`config.mk`:
```
export PLATFORM = sky130hd
export DESIGN_NAME = scd_decoder
export DESIGN_NICKNAME = d
export VERILOG_FILES = /design/src/scd_pkg.sv /design/src/scd_decoder.sv /design/src/scd_sticky_irq.sv
export VERILOG_INCLUDE_DIRS = /design/src
export SDC_FILE = /design/constraint.sdc
export NUM_CORES = 1
export LEC_CHECK = 0
export ABC_AREA = 1
export BUFFER_PORTS_ARGS = -buffer_cell sky130_fd_sc_hd__buf_2
export CORE_MARGIN = 4
export CORE_UTILIZATION = 64
export DETAILED_ROUTE_END_ITERATION = 16
export MAX_ROUTING_LAYER = met4
export PLACE_DENSITY = 0.86
export SYNTH_ARGS = -nofsm -noshare
export SYNTH_HDL_FRONTEND = slang
export SYNTH_SLANG_ARGS = --single-unit
export TNS_END_PERCENT = 1
```
`constraint.sdc`:
```
create_clock -name core_clk -period 16.5 [get_ports core_clk]
set_input_delay 3.3 -clock core_clk [delete_from_list [all_inputs] [get_ports core_clk]]
set_output_delay 3.3 -clock core_clk [all_outputs]
set_load 0.005 [all_outputs]
```
`src/scd_consts.svh`:
```
// Offsets, field values and timing figures of the socket command decoder
`ifndef SCD_CONSTS_SVH
`define SCD_CONSTS_SVH
`define SCD_ADDR_W 5
`define SCD_DATA_W 16
`define SCD_OFF_CMD 5'h00
`define SCD_OFF_MODE 5'h01
`define SCD_OFF_STATUS 5'h02
`define SCD_OFF_INT_STAT 5'h03
`define SCD_OFF_INT_CLR 5'h04
`define SCD_OFF_INT_EN 5'h05
`define SCD_OFF_TX_WR 5'h06
`define SCD_OFF_TX_RD 5'h07
`define SCD_OFF_TX_FREE 5'h08
`define SCD_OFF_RX_WR 5'h09
`define SCD_OFF_RX_RD 5'h0a
`define SCD_OFF_RX_SIZE 5'h0b
`define SCD_OFF_DHA0 5'h0c
`define SCD_OFF_DHA1 5'h0d
`define SCD_OFF_DHA2 5'h0e
`define SCD_CMD_NONE 8'h00
`define SCD_CMD_CLOSE 8'h10
`define SCD_CMD_SEND 8'h20
`define SCD_CMD_SEND_MANUAL_HW_ADDR_CMD 8'h21
`define SCD_CMD_KEEPALIVE 8'h22
`define SCD_CMD_RECEIVE_ACK_CMD 8'h40
`define SCD_STAT_CLOSED 8'h00
`define SCD_STAT_STREAM 8'h01
`define SCD_STAT_DGRAM 8'h02
`define SCD_EV_SENT 0
`define SCD_EV_TIMEOUT 1
`define SCD_EV_CLOSED 2
`define SCD_EV_W 3
`define SCD_CLK_NS 4
`define SCD_KA_TIMEOUT_NS 2000
`define SCD_BUF_BYTES 2048
`endif

```
`src/scd_pkg.sv`:
```
// Types shared by the socket command decoder
package scd_pkg;
  typedef enum logic [2:0] {
    SCD_IDLE = 3'h1,
    SCD_SEND = 3'h2,
    SCD_PROBE = 3'h4
  } scd_fsm_e;
  typedef enum logic [1:0] {
    SCD_MODE_CLOSED = 2'h0,
    SCD_MODE_STREAM = 2'h1,
    SCD_MODE_DGRAM = 2'h2
  } scd_mode_e;
endpackage

```
`src/scd_decoder.sv`:
```
// Socket command decoder: command byte, pointers and action requests
`timescale 1ns/1ps
`include "scd_consts.svh"
// How it works
// [RL1] Close code shuts the socket and sets status to closed.
// [RL2] Send transmits all bytes between transmit read and write pointers.
// [RL3] Manual-address send, datagram only: send with host address, no lookup.
// [RL4] Host uses manual-address send only in datagram, address written first.
// [RL5] Keep-alive in stream sends one byte; timeout interrupt on silence or end.
// [RL6] Receive consumes data to read pointer and recomputes received size.
// [RL7] Command byte returns to zero once the command is accepted.
module scd_decoder #(
  parameter int PTR_W = 16,
  parameter int BUF_BYTES = `SCD_BUF_BYTES,
  parameter int KA_CYC =
    (`SCD_KA_TIMEOUT_NS + `SCD_CLK_NS - 1) / `SCD_CLK_NS
) (
  input wire logic core_clk,
  input wire logic rst,
  input wire logic [`SCD_ADDR_W-1:0] reg_addr,
  input wire logic [`SCD_DATA_W-1:0] reg_wdata,
  input wire logic reg_wr,
  input wire logic reg_rd,
  output logic [`SCD_DATA_W-1:0] reg_rdata,
  output logic irq,
  input wire logic [PTR_W-1:0] rx_write_pointer,
  input wire logic tx_done,
  input wire logic ka_reply,
  input wire logic conn_lost,
  output logic tx_req,
  output logic tx_manual,
  output logic [PTR_W-1:0] tx_start,
  output logic [PTR_W-1:0] tx_len,
  output logic [47:0] tx_dest_hw,
  output logic ka_req,
  output logic close_req
);
  localparam int KA_W = $clog2(KA_CYC + 1);
  localparam logic [KA_W-1:0] KA_LAST = KA_W'(KA_CYC - 1);
  localparam logic [PTR_W-1:0] BUF_SZ = PTR_W'(BUF_BYTES);

  typedef struct packed {
    scd_pkg::scd_fsm_e state;
    logic [7:0] cmd;
    scd_pkg::scd_mode_e mode;
    logic [7:0] status;
    logic [PTR_W-1:0] tx_wr;
    logic [PTR_W-1:0] tx_rd;
    logic [PTR_W-1:0] rx_rd;
    logic [PTR_W-1:0] rx_size;
    logic [47:0] dha;
    logic tx_req;
    logic tx_manual;
    logic [PTR_W-1:0] tx_len;
    logic ka_req;
    logic close_req;
    logic [KA_W-1:0] ka_cnt;
    logic [`SCD_EV_W-1:0] ev;
    logic [`SCD_DATA_W-1:0] rdata;
  } scd_core_s;

  scd_core_s st_r;
  scd_core_s st_nxt;
  logic accept;
  logic [`SCD_EV_W-1:0] int_stat;
  logic [`SCD_EV_W-1:0] int_en;
  logic [`SCD_EV_W-1:0] int_clr;
  logic int_en_we;
  logic [PTR_W-1:0] tx_used;

  assign accept = (st_r.state == scd_pkg::SCD_IDLE) &&
                  (st_r.cmd != `SCD_CMD_NONE);
  assign tx_used = st_r.tx_wr - st_r.tx_rd;
  assign int_en_we = reg_wr && (reg_addr == `SCD_OFF_INT_EN);
  assign int_clr = (reg_wr && reg_addr == `SCD_OFF_INT_CLR) ?
                   reg_wdata[`SCD_EV_W-1:0] : '0;

  // Host writes, command decode, sequencing and read mux
  always_comb begin
    st_nxt = st_r;
    st_nxt.tx_req = 1'b0;
    st_nxt.ka_req = 1'b0;
    st_nxt.close_req = 1'b0;
    st_nxt.ev = '0;
    st_nxt.rdata = '0;
    // Command execution when idle
    if (accept) begin
      // [RL7] Clear on accept
      st_nxt.cmd = `SCD_CMD_NONE;
      unique case (st_r.cmd)
        `SCD_CMD_CLOSE: begin
          // [RL1] Close sets closed
          st_nxt.mode = scd_pkg::SCD_MODE_CLOSED;
          st_nxt.status = `SCD_STAT_CLOSED;
          st_nxt.close_req = 1'b1;
          st_nxt.ev[`SCD_EV_CLOSED] = 1'b1;
        end
        `SCD_CMD_SEND, `SCD_CMD_SEND_MANUAL_HW_ADDR_CMD: begin
          // [RL2] Send whole queue
          if (st_r.mode != scd_pkg::SCD_MODE_CLOSED &&
              (st_r.cmd == `SCD_CMD_SEND ||
               st_r.mode == scd_pkg::SCD_MODE_DGRAM)) begin
            st_nxt.tx_req = 1'b1;
            st_nxt.tx_len = tx_used;
            // [RL3] Host address, no lookup
            st_nxt.tx_manual = (st_r.cmd == `SCD_CMD_SEND_MANUAL_HW_ADDR_CMD);
            st_nxt.state = scd_pkg::SCD_SEND;
          end
        end
        `SCD_CMD_KEEPALIVE: begin
          // [RL5] One-byte probe
          if (st_r.mode == scd_pkg::SCD_MODE_STREAM) begin
            st_nxt.ka_req = 1'b1;
            st_nxt.ka_cnt = '0;
            st_nxt.state = scd_pkg::SCD_PROBE;
          end
        end
        `SCD_CMD_RECEIVE_ACK_CMD: begin
          // [RL6] Recompute received size
          st_nxt.rx_size = rx_write_pointer - st_r.rx_rd;
        end
        default: begin
          st_nxt.cmd = `SCD_CMD_NONE;
        end
      endcase
    end
    // Wait for the transmit engine
    if (st_r.state == scd_pkg::SCD_SEND && tx_done) begin
      // [RL2] Queue drained
      st_nxt.tx_rd = st_r.tx_rd + st_r.tx_len;
      st_nxt.ev[`SCD_EV_SENT] = 1'b1;
      st_nxt.state = scd_pkg::SCD_IDLE;
    end
    // Wait for a probe answer
    if (st_r.state == scd_pkg::SCD_PROBE) begin
      st_nxt.ka_cnt = st_r.ka_cnt + KA_W'(1);
      if (ka_reply && !conn_lost) begin
        st_nxt.state = scd_pkg::SCD_IDLE;
      end else if (conn_lost || st_r.ka_cnt == KA_LAST) begin
        // [RL5] Timeout interrupt
        st_nxt.ev[`SCD_EV_TIMEOUT] = 1'b1;
        st_nxt.state = scd_pkg::SCD_IDLE;
      end
    end
    // Host register writes; a new command write wins over the clear
    if (reg_wr) begin
      unique case (reg_addr)
        `SCD_OFF_CMD: st_nxt.cmd = reg_wdata[7:0];
        `SCD_OFF_MODE: begin
          if (reg_wdata[1:0] == scd_pkg::SCD_MODE_STREAM) begin
            st_nxt.mode = scd_pkg::SCD_MODE_STREAM;
            st_nxt.status = `SCD_STAT_STREAM;
          end else if (reg_wdata[1:0] == scd_pkg::SCD_MODE_DGRAM) begin
            st_nxt.mode = scd_pkg::SCD_MODE_DGRAM;
            st_nxt.status = `SCD_STAT_DGRAM;
          end
        end
        `SCD_OFF_TX_WR: st_nxt.tx_wr = reg_wdata[PTR_W-1:0];
        `SCD_OFF_RX_RD: st_nxt.rx_rd = reg_wdata[PTR_W-1:0];
        // Destination address words
        `SCD_OFF_DHA0: st_nxt.dha[15:0] = reg_wdata;
        `SCD_OFF_DHA1: st_nxt.dha[31:16] = reg_wdata;
        `SCD_OFF_DHA2: st_nxt.dha[47:32] = reg_wdata;
        default: st_nxt.cmd = st_nxt.cmd;
      endcase
    end
    // Read data for the cycle after the strobe
    if (reg_rd) begin
      unique case (reg_addr)
        `SCD_OFF_CMD: st_nxt.rdata = {8'h00, st_r.cmd};
        `SCD_OFF_MODE: st_nxt.rdata = {14'h0000, st_r.mode};
        `SCD_OFF_STATUS: st_nxt.rdata = {8'h00, st_r.status};
        `SCD_OFF_INT_STAT: st_nxt.rdata = {13'h0000, int_stat};
        `SCD_OFF_INT_EN: st_nxt.rdata = {13'h0000, int_en};
        `SCD_OFF_TX_WR: st_nxt.rdata = st_r.tx_wr;
        `SCD_OFF_TX_RD: st_nxt.rdata = st_r.tx_rd;
        `SCD_OFF_TX_FREE: st_nxt.rdata = BUF_SZ - tx_used;
        `SCD_OFF_RX_WR: st_nxt.rdata = rx_write_pointer;
        `SCD_OFF_RX_RD: st_nxt.rdata = st_r.rx_rd;
        `SCD_OFF_RX_SIZE: st_nxt.rdata = st_r.rx_size;
        `SCD_OFF_DHA0: st_nxt.rdata = st_r.dha[15:0];
        `SCD_OFF_DHA1: st_nxt.rdata = st_r.dha[31:16];
        `SCD_OFF_DHA2: st_nxt.rdata = st_r.dha[47:32];
        default: st_nxt.rdata = '0;
      endcase
    end
  end

  // State register
  always_ff @(posedge core_clk or posedge rst) begin
    if (rst) begin
      st_r <= '0;
      st_r.state <= scd_pkg::SCD_IDLE;
      st_r.mode <= scd_pkg::SCD_MODE_CLOSED;
      st_r.status <= `SCD_STAT_CLOSED;
    end else begin
      st_r <= st_nxt;
    end
  end

  // Event flags and interrupt line
  scd_sticky_irq #(
    .W(`SCD_EV_W)
  ) u_irq (
    .core_clk(core_clk),
    .rst(rst),
    .set_i(st_r.ev),
    .clr_i(int_clr),
    .en_we_i(int_en_we),
    .en_i(reg_wdata[`SCD_EV_W-1:0]),
    .stat_o(int_stat),
    .en_o(int_en),
    .irq_o(irq)
  );

  assign reg_rdata = st_r.rdata;
  assign tx_req = st_r.tx_req;
  assign tx_manual = st_r.tx_manual;
  assign tx_start = st_r.tx_rd;
  assign tx_len = st_r.tx_len;
  assign tx_dest_hw = st_r.dha;
  assign ka_req = st_r.ka_req;
  assign close_req = st_r.close_req;
endmodule

```
`src/scd_sticky_irq.sv`:
```
// Sticky interrupt status with clear, enable and one level output
`timescale 1ns/1ps
module scd_sticky_irq #(
  parameter int W = 3
) (
  input wire logic core_clk,
  input wire logic rst,
  input wire logic [W-1:0] set_i,
  input wire logic [W-1:0] clr_i,
  input wire logic en_we_i,
  input wire logic [W-1:0] en_i,
  output logic [W-1:0] stat_o,
  output logic [W-1:0] en_o,
  output logic irq_o
);
  typedef struct packed {
    logic [W-1:0] stat;
    logic [W-1:0] en;
    logic irq;
  } scd_irq_s;
  scd_irq_s st_r;
  scd_irq_s st_nxt;

  // Set wins over a clear in the same cycle
  always_comb begin
    st_nxt = st_r;
    st_nxt.stat = (st_r.stat & ~clr_i) | set_i;
    if (en_we_i) begin
      st_nxt.en = en_i;
    end
    st_nxt.irq = |(st_nxt.stat & st_nxt.en);
  end

  always_ff @(posedge core_clk or posedge rst) begin
    if (rst) begin
      st_r <= '0;
    end else begin
      st_r <= st_nxt;
    end
  end

  assign stat_o = st_r.stat;
  assign en_o = st_r.en;
  assign irq_o = st_r.irq;
endmodule

```
==> results.sh, run 1 <==
export IMPL_hold_viol_final=0
export IMPL_slew_headroom_pct=32.1
export IMPL_grt_pass1_vias=9928
export IMPL_synthTopCellsByCount="nand2_1 (373), dfrtp_1 (186), inv_1 (167)"
export IMPL_ys_types=55
export IMPL_start_util_pct=65.7
export IMPL_synth_edf_count=0
export IMPL_finalCritPeriodShare_pct=32.3
export IMPL_diodes=0
export IMPL_cts_num_sinks=187
export IMPL_final_nets=1603
export IMPL_dp_hpwl_um=24800
export IMPL_yosys_area_top_type="dfrtp_1"
export IMPL_drt_initial_drc_count=943
export IMPL_worstSetupStartpointType="input port"
export IMPL_reg2regPathDepth=17
export IMPL_fillCellCount=1461
export IMPL_die_width_um=142
export IMPL_synthesis_area_mm2=0.0114
export IMPL_ctsResizeCount=0
export IMPL_grt_max_degree=110
export IMPL_overflow=0
export IMPL_cts_tree="yes"
export IMPL_instances_no_fill=1747
export IMPL_end_kind="flip-flop"
export IMPL_setup_violations=0
export IMPL_pre_cts_slack_ns=10.81
export IMPL_dr_pass1_iters=6
export IMPL_num_rows=48
export IMPL_cts_setup_buffers=0
export IMPL_p_leak_nw=6.37
export IMPL_dp_cells=1715
export IMPL_synth_top_area_share_pct=40.7
export IMPL_clockBufferDepth=2
export IMPL_fp_dieH_um=142
export IMPL_fmax_mhz=187
export IMPL_numPortBuffers=144
export IMPL_cts_buffers=17
export IMPL_via_count=10283
export IMPL_clock_skew_ns=0.0127
export IMPL_min_period_ns=5.34
export IMPL_path_max_fanout=32
export IMPL_syn_inst=1473
export IMPL_ys_warn_count=0
export IMPL_worst_ep_arrival_time_ns=5.62
export IMPL_irDropWorstVdd_mv=0.0791
export IMPL_cts_root_buf="clkbuf_16"
export IMPL_clock_latency_ns=0.45
export IMPL_routed_wirelength_um=32700
export IMPL_dieArea_mm2=0.0201
export IMPL_via_per_inst=5.89
export IMPL_slew_violations=0
export IMPL_hold_path_class="flip-flop to flip-flop"
export IMPL_drtAntennaViolNets=0
export IMPL_clk_pin_slew_ns=0.08
export IMPL_critical_path_most_common_cell="nand2_1"
export IMPL_crit_path_cell_trace="buf_2 > nor3_1 > nand2_1 > inv_1 > nand2_1 > nand2_1 > o21ai_0"
export IMPL_worstMarginPinSlew_ns=1.02
export IMPL_route_detailed_drc=0
export IMPL_drive_gt1_share_pct=15.2
export IMPL_netlist_top_cells_area="dfrtp_1 (41%), nand2_1 (12%), o21ai_0 (7.0%)"
export IMPL_min_path_cells=2
export IMPL_avgSynthCellArea_um2=7.77
export IMPL_cp_slowest_cell="nand2_1"
export IMPL_antenna_found_initial=0
export IMPL_yosys_most_used_dff="dfrtp_1"
export IMPL_cp_data_required_time_ns=16.79
export IMPL_setup_tns_final_ns=0
export IMPL_synth_fp_nets=1567
export IMPL_gp_congestion=0.981
export IMPL_synthArstFlopShare_pct=100
export IMPL_grt_total_usage_pct=34.3
export IMPL_slowest_delay_ns=0.66
export IMPL_grt_pass1_wl_um=52600
export IMPL_rsz0062_at_grt="false"
export IMPL_io_pins=145
export IMPL_ys_seq_area_share_pct=40.9
export IMPL_synth_most_common_cell="nand2_1"
export IMPL_fin_ws_ns=11.16
export IMPL_area_growth_syn_to_layout_pct=6.79
export IMPL_powerDensity_mw_per_mm2=102
export IMPL_synth_seq_cells=187
export IMPL_htree_levels=4
export IMPL_critical_path_class="input port to flip-flop"
export IMPL_cts_hold_buffers=0
export IMPL_drv_cap=0
export IMPL_core_mm2=0.0174
export IMPL_outcome="finished, final reports clean"
export IMPL_routedWlPerCell_um=18.7
-- where the power goes --
group | total [mW] | internal [mW] | switching (mW)
Sequential | 0.547 | 0.505 | 0.0421
Combinational | 0.268 | 0.0958 | 0.172
Clock | 0.437 | 0.225 | 0.212
Total | 1.25 | 0.826 | 0.427
-- critical path, delay by kind of cell --
kind                   cells  cell delay [ns]
AO/OA/AOI/OAI              1             0.12
buffers and inverters      2             0.57
AND/OR/NAND/NOR            4             1.62
-- metal layers --
metal  GRT usage, %  vias to the layer above  wire length [um]
li1               -                     4851                 -
met1           45.6                     4813             13800
met2           52.7                      533             15100
met3           6.84                       86              2780
met4           12.6                        0              1070
met5              -                        -                 0
-- kinds of logic after synthesis --
family	after synthesis	share of synthesized area [%]
AO/OA/AOI/OAI	329	16.7
XOR/XNOR	15	1.31
flip-flops	187	40.9
buffers and inverters	305	13.4
adder cells (fa/ha/maj)	50	5.66
AND/OR/NAND/NOR	587	22.1
-- final cells by class --
class,count,area (um^2),share of cell area [%]
Clock buffer,18,439,3.59
Clock inverter,14,186,1.53
Inverter,176,666,5.45
Multi-Input combinational cell,981,5240,42.8
Sequential cell,187,4680,38.3
Tap cell,225,282,2.30
Timing Repair Buffer,146,736,6.02
-- placed cells by master, fill, tap and decap left out, types with 5 or more instances in the layout --
| cell | Yosys | final |
|---|---|---|
| nand2_1 | 373 | 373 |
| dfrtp_1 | 186 | 186 |
| inv_1 | 167 | 166 |
| o21ai_0 | 160 | 160 |
| buf_2 | 7 | 144 |
| nor2_1 | 71 | 71 |
| a21oi_1 | 71 | 71 |
| nand3_1 | 66 | 66 |
| ha_1 | 47 | 47 |
| clkbuf_16 | 0 | 17 |
| nor3_1 | 16 | 16 |
| o22ai_1 | 15 | 15 |
| nand2_2 | 12 | 12 |
| a31oi_1 | 12 | 12 |
| a221oi_1 | 12 | 12 |
| o21ai_1 | 11 | 11 |
| nand4_1 | 11 | 11 |
| xor2_1 | 10 | 10 |
| or2_2 | 9 | 9 |
| nor2_2 | 8 | 8 |
| nand3_2 | 6 | 6 |
| nand3b_1 | 6 | 6 |
| a22o_1 | 6 | 6 |
| a41oi_1 | 6 | 6 |
| clkinv_1 | 5 | 5 |
| a211oi_1 | 5 | 5 |
| inv_8 | 0 | 5 |
-- flip-flops by register name, summed over array words and instances, names as in the netlist --
name          flops
u_irq.irq_o       1
close_req         1
st_r             80
u_irq.stat_o      3
reg_rdata        16
tx_start         16
tx_dest_hw       48
u_irq.en_o        3
tx_manual         1
tx_len           16
tx_req            1
ka_req            1
-- path summary, 6_finish.rpt --
kind	from	end	slack, ns
min in group asynchronous	rst	close_req	3.09
max in group asynchronous	rst	st_r[106]	11.84
worst max-delay path	reg_addr[0]	st_r[149]	11.16
worst min-delay path	st_r[17]	u_irq.stat_o[1]	0.46
worst min register to register	st_r[17]	u_irq.stat_o[1]	0.46
worst max register to register	tx_start[0]	reg_rdata[14]	13.59
-- stage by stage --
| stage | cell area, um^2 | hold slack [ns] | power (mW) | utilization (%) |
|---|---|---|---|---|
| 2_1_floorplan | 11400 | 0.428 | 0.752 | - |
| 4_1_cts | 12200 | 0.459 | 1.25 | 70.2 |
| 5_1_grt | 12200 | 0.496 | 1.32 | 70.2 |
| 3_3_place_gp | 11600 | 0.436 | 0.808 | 66.6 |
| 3_5_place_dp | 11600 | 0.440 | 0.815 | 66.6 |
| 6_report | 12200 | 0.457 | 1.25 | 70.2 |
Note: power is estimated with default switching activity, not from simulation.
==> run 2: changes to the inputs <==
- CORE_UTILIZATION: 64 -> 59
- PLACE_DENSITY: 0.86 -> 0.8
- clock period: 16.5 -> 5.1 ns (I/O delays scaled with it)
==> run 2 against run 1 <==
  * Clock skew is 0.0013 ns lower
  * Via count fell by 1.5%
  * Register-to-register slack lost 11 ns
  * Non-clock buffer count grew 1
  * Worst setup slack worse by 9.1 ns
  * Design area grew 0.29%
  * Die area grew 8.0%
  * Count of clock-buffer cells in the layout fell by 1
  * Critical endpoint is now tx_dest_hw[43]
  * Largest power group unchanged
==> results.sh, run 2 (same netlist as run 1, synthesis figures left out) <==
export IMPL_setup_violations=0
export IMPL_end_kind="flip-flop"
export IMPL_crit_end="tx_dest_hw[43]"
export IMPL_dr_pass1_iters=8
export IMPL_routed_wirelength_um=32500
export IMPL_cp_startpoint="reg_addr[0]"
export IMPL_worstSetupStartpointType="input port"
export IMPL_overflow=0
export IMPL_grt_total_usage_pct=30.7
export IMPL_cts_num_sinks=187
export IMPL_slew_violations=0
export IMPL_start_util_pct=60.6
export IMPL_grt_pass1_wl_um=50900
export IMPL_irDropWorstVdd_mv=0.265
export IMPL_dp_cells=1751
export IMPL_outcome="finished, final reports clean"
export IMPL_setup_tns_final_ns=0
export IMPL_ctsResizeCount=0
export IMPL_fmax_mhz=325
export IMPL_most_common_layout_cells="nand2_1 (373), dfrtp_1 (186), inv_1 (166)"
export IMPL_largest_reg_flops=80
export IMPL_r2r_start="tx_start[0]"
export IMPL_crit_path_cell_trace="buf_2 > nor3_1 > nand2_1 > inv_1 > nand2_1 > o21ai_0"
export IMPL_num_rows=50
export IMPL_top_register="st_r"
export IMPL_cts_tree="yes"
export IMPL_fin_util_pct=64.9
export IMPL_rsz0062_at_grt="false"
export IMPL_die_width_um=147
export IMPL_cp_slowest_cell="nand2_1"
export IMPL_slowest_delay_ns=0.72
export IMPL_hold_viol_final=0
export IMPL_io_pins=145
export IMPL_htree_levels=4
export IMPL_drt_initial_drc_count=984
export IMPL_path_max_fanout=32
export IMPL_cts_buffers=17
export IMPL_cp_num_cells=6
export IMPL_instances_no_fill=1784
export IMPL_routedWlPerCell_um=18.2
export IMPL_grt_pass1_vias=9354
export IMPL_p_leak_nw=6.36
export IMPL_final_common_cell="nand2_1"
export IMPL_clock_latency_ns=0.45
export IMPL_drive_gt1_share_pct=15.3
export IMPL_route_detailed_drc=0
export IMPL_worst_ep_arrival_time_ns=3.42
export IMPL_fillCellCount=1679
export IMPL_core_mm2=0.0189
export IMPL_dp_hpwl_um=24700
export IMPL_fp_dieH_um=147
export IMPL_via_per_inst=5.68
export IMPL_min_period_ns=3.08
export IMPL_numPortBuffers=144
export IMPL_reg2regPathDepth=15
export IMPL_critical_path_most_common_cell="nand2_1"
export IMPL_area_growth_syn_to_layout_pct=7.09
export IMPL_final_nets=1604
export IMPL_finalCritPeriodShare_pct=60.4
export IMPL_cp_data_required_time_ns=5.45
export IMPL_timing_rr_end="reg_rdata[14]"
export IMPL_cts_root_buf="clkbuf_16"
export IMPL_via_count=10131
export IMPL_gp_congestion=0.978
export IMPL_drv_cap=0
export IMPL_r2r_setup_slack_ns=2.25
export IMPL_critical_path_class="input port to flip-flop"
export IMPL_powerDensity_mw_per_mm2=325
export IMPL_slew_headroom_pct=23.4
export IMPL_cts_setup_buffers=0
export IMPL_antenna_found_initial=1
export IMPL_cts_hold_buffers=0
export IMPL_dieArea_mm2=0.0217
export IMPL_grt_max_degree=110
export IMPL_clock_skew_ns=0.0114
export IMPL_crit_family="simple AND/OR/NAND/NOR gates"
export IMPL_crit_buf_inv=2
export IMPL_timing_hold_ws_ns=0.482
export IMPL_clockBufferDepth=2
export IMPL_worstMarginPinSlew_ns=1.15
export IMPL_p_total_mw=3.99
export IMPL_hold_path_class="flip-flop to flip-flop"
export IMPL_clk_pin_slew_ns=0.07
export IMPL_drtAntennaViolNets=0
==> run 2: layout make-up <==
cell class                 instances  area [um^2]  share of cell area [%]
antenna                            1         2.50                  0.0204
clock buffer                      17          425                    3.47
clock inverter                    15          170                    1.39
inverter                         176          664                    5.42
multi-input combinational        981         5240                    42.7
sequential                       187         4680                    38.2
tap                              260          325                    2.65
timing repair buffer             147          756                    6.16
==> run 2: where the power goes <==
part	internal, mW	leakage, nW	switching (mW)
Sequential	1.63	2.35	0.136
Clock	0.700	0.291	0.666
Combinational	0.311	3.72	0.544
Total	2.64	6.36	1.35
==> run 2: worst reg2reg max path, stage by stage (launching register included) <==
cell and delay, ns:
dfrtp_1 0.45, ha_1 0.26, fa_1 0.56, ha_1 0.18, inv_1 0.05, nor2_2 0.11
nand3_1 0.13, nor2_2 0.15, nand3_1 0.16, nor2_2 0.18, nand2_1 0.13, nand2_2 0.10
nand2_1 0.05, nand2_1 0.07, nand2_1 0.09, a21oi_2 0.12
==> run 2: routing by layer <==
layer  wire length [um]  share of wire (%)  up-vias  track usage (%)
li1                   -                  -     4870                -
met1              14000                 43     4741             41.6
met2              15200                 47      463             48.0
met3               2710                8.3       57             6.26
met4                582                1.8        0             7.22
met5                  0                  0        -                -
==> run 2: metrics by stage <==
stage / cell area (um^2) / worst slack [ns]
finish: 12300 / 2.02
global route: 12300 / 1.79
CTS: 12300 / 2.06
detailed placement: 11700 / 1.60
global placement: 11700 / 1.76
floorplan: 11500 / 1.67
==> run 2: how the worst min path moves through the flow <==
stage | start | to | slack (ns) | cells after the start
2_1_floorplan | st_r[17] | u_irq.stat_o[1] | 0.43 | 2
3_3_place_gp | st_r[17] | u_irq.stat_o[1] | 0.44 | 2
3_5_place_dp | st_r[17] | u_irq.stat_o[1] | 0.46 | 2
4_1_cts | st_r[16] | u_irq.stat_o[0] | 0.48 | 1
5_1_grt | st_r[16] | u_irq.stat_o[0] | 0.50 | 1
6_report | st_r[16] | u_irq.stat_o[0] | 0.48 | 1
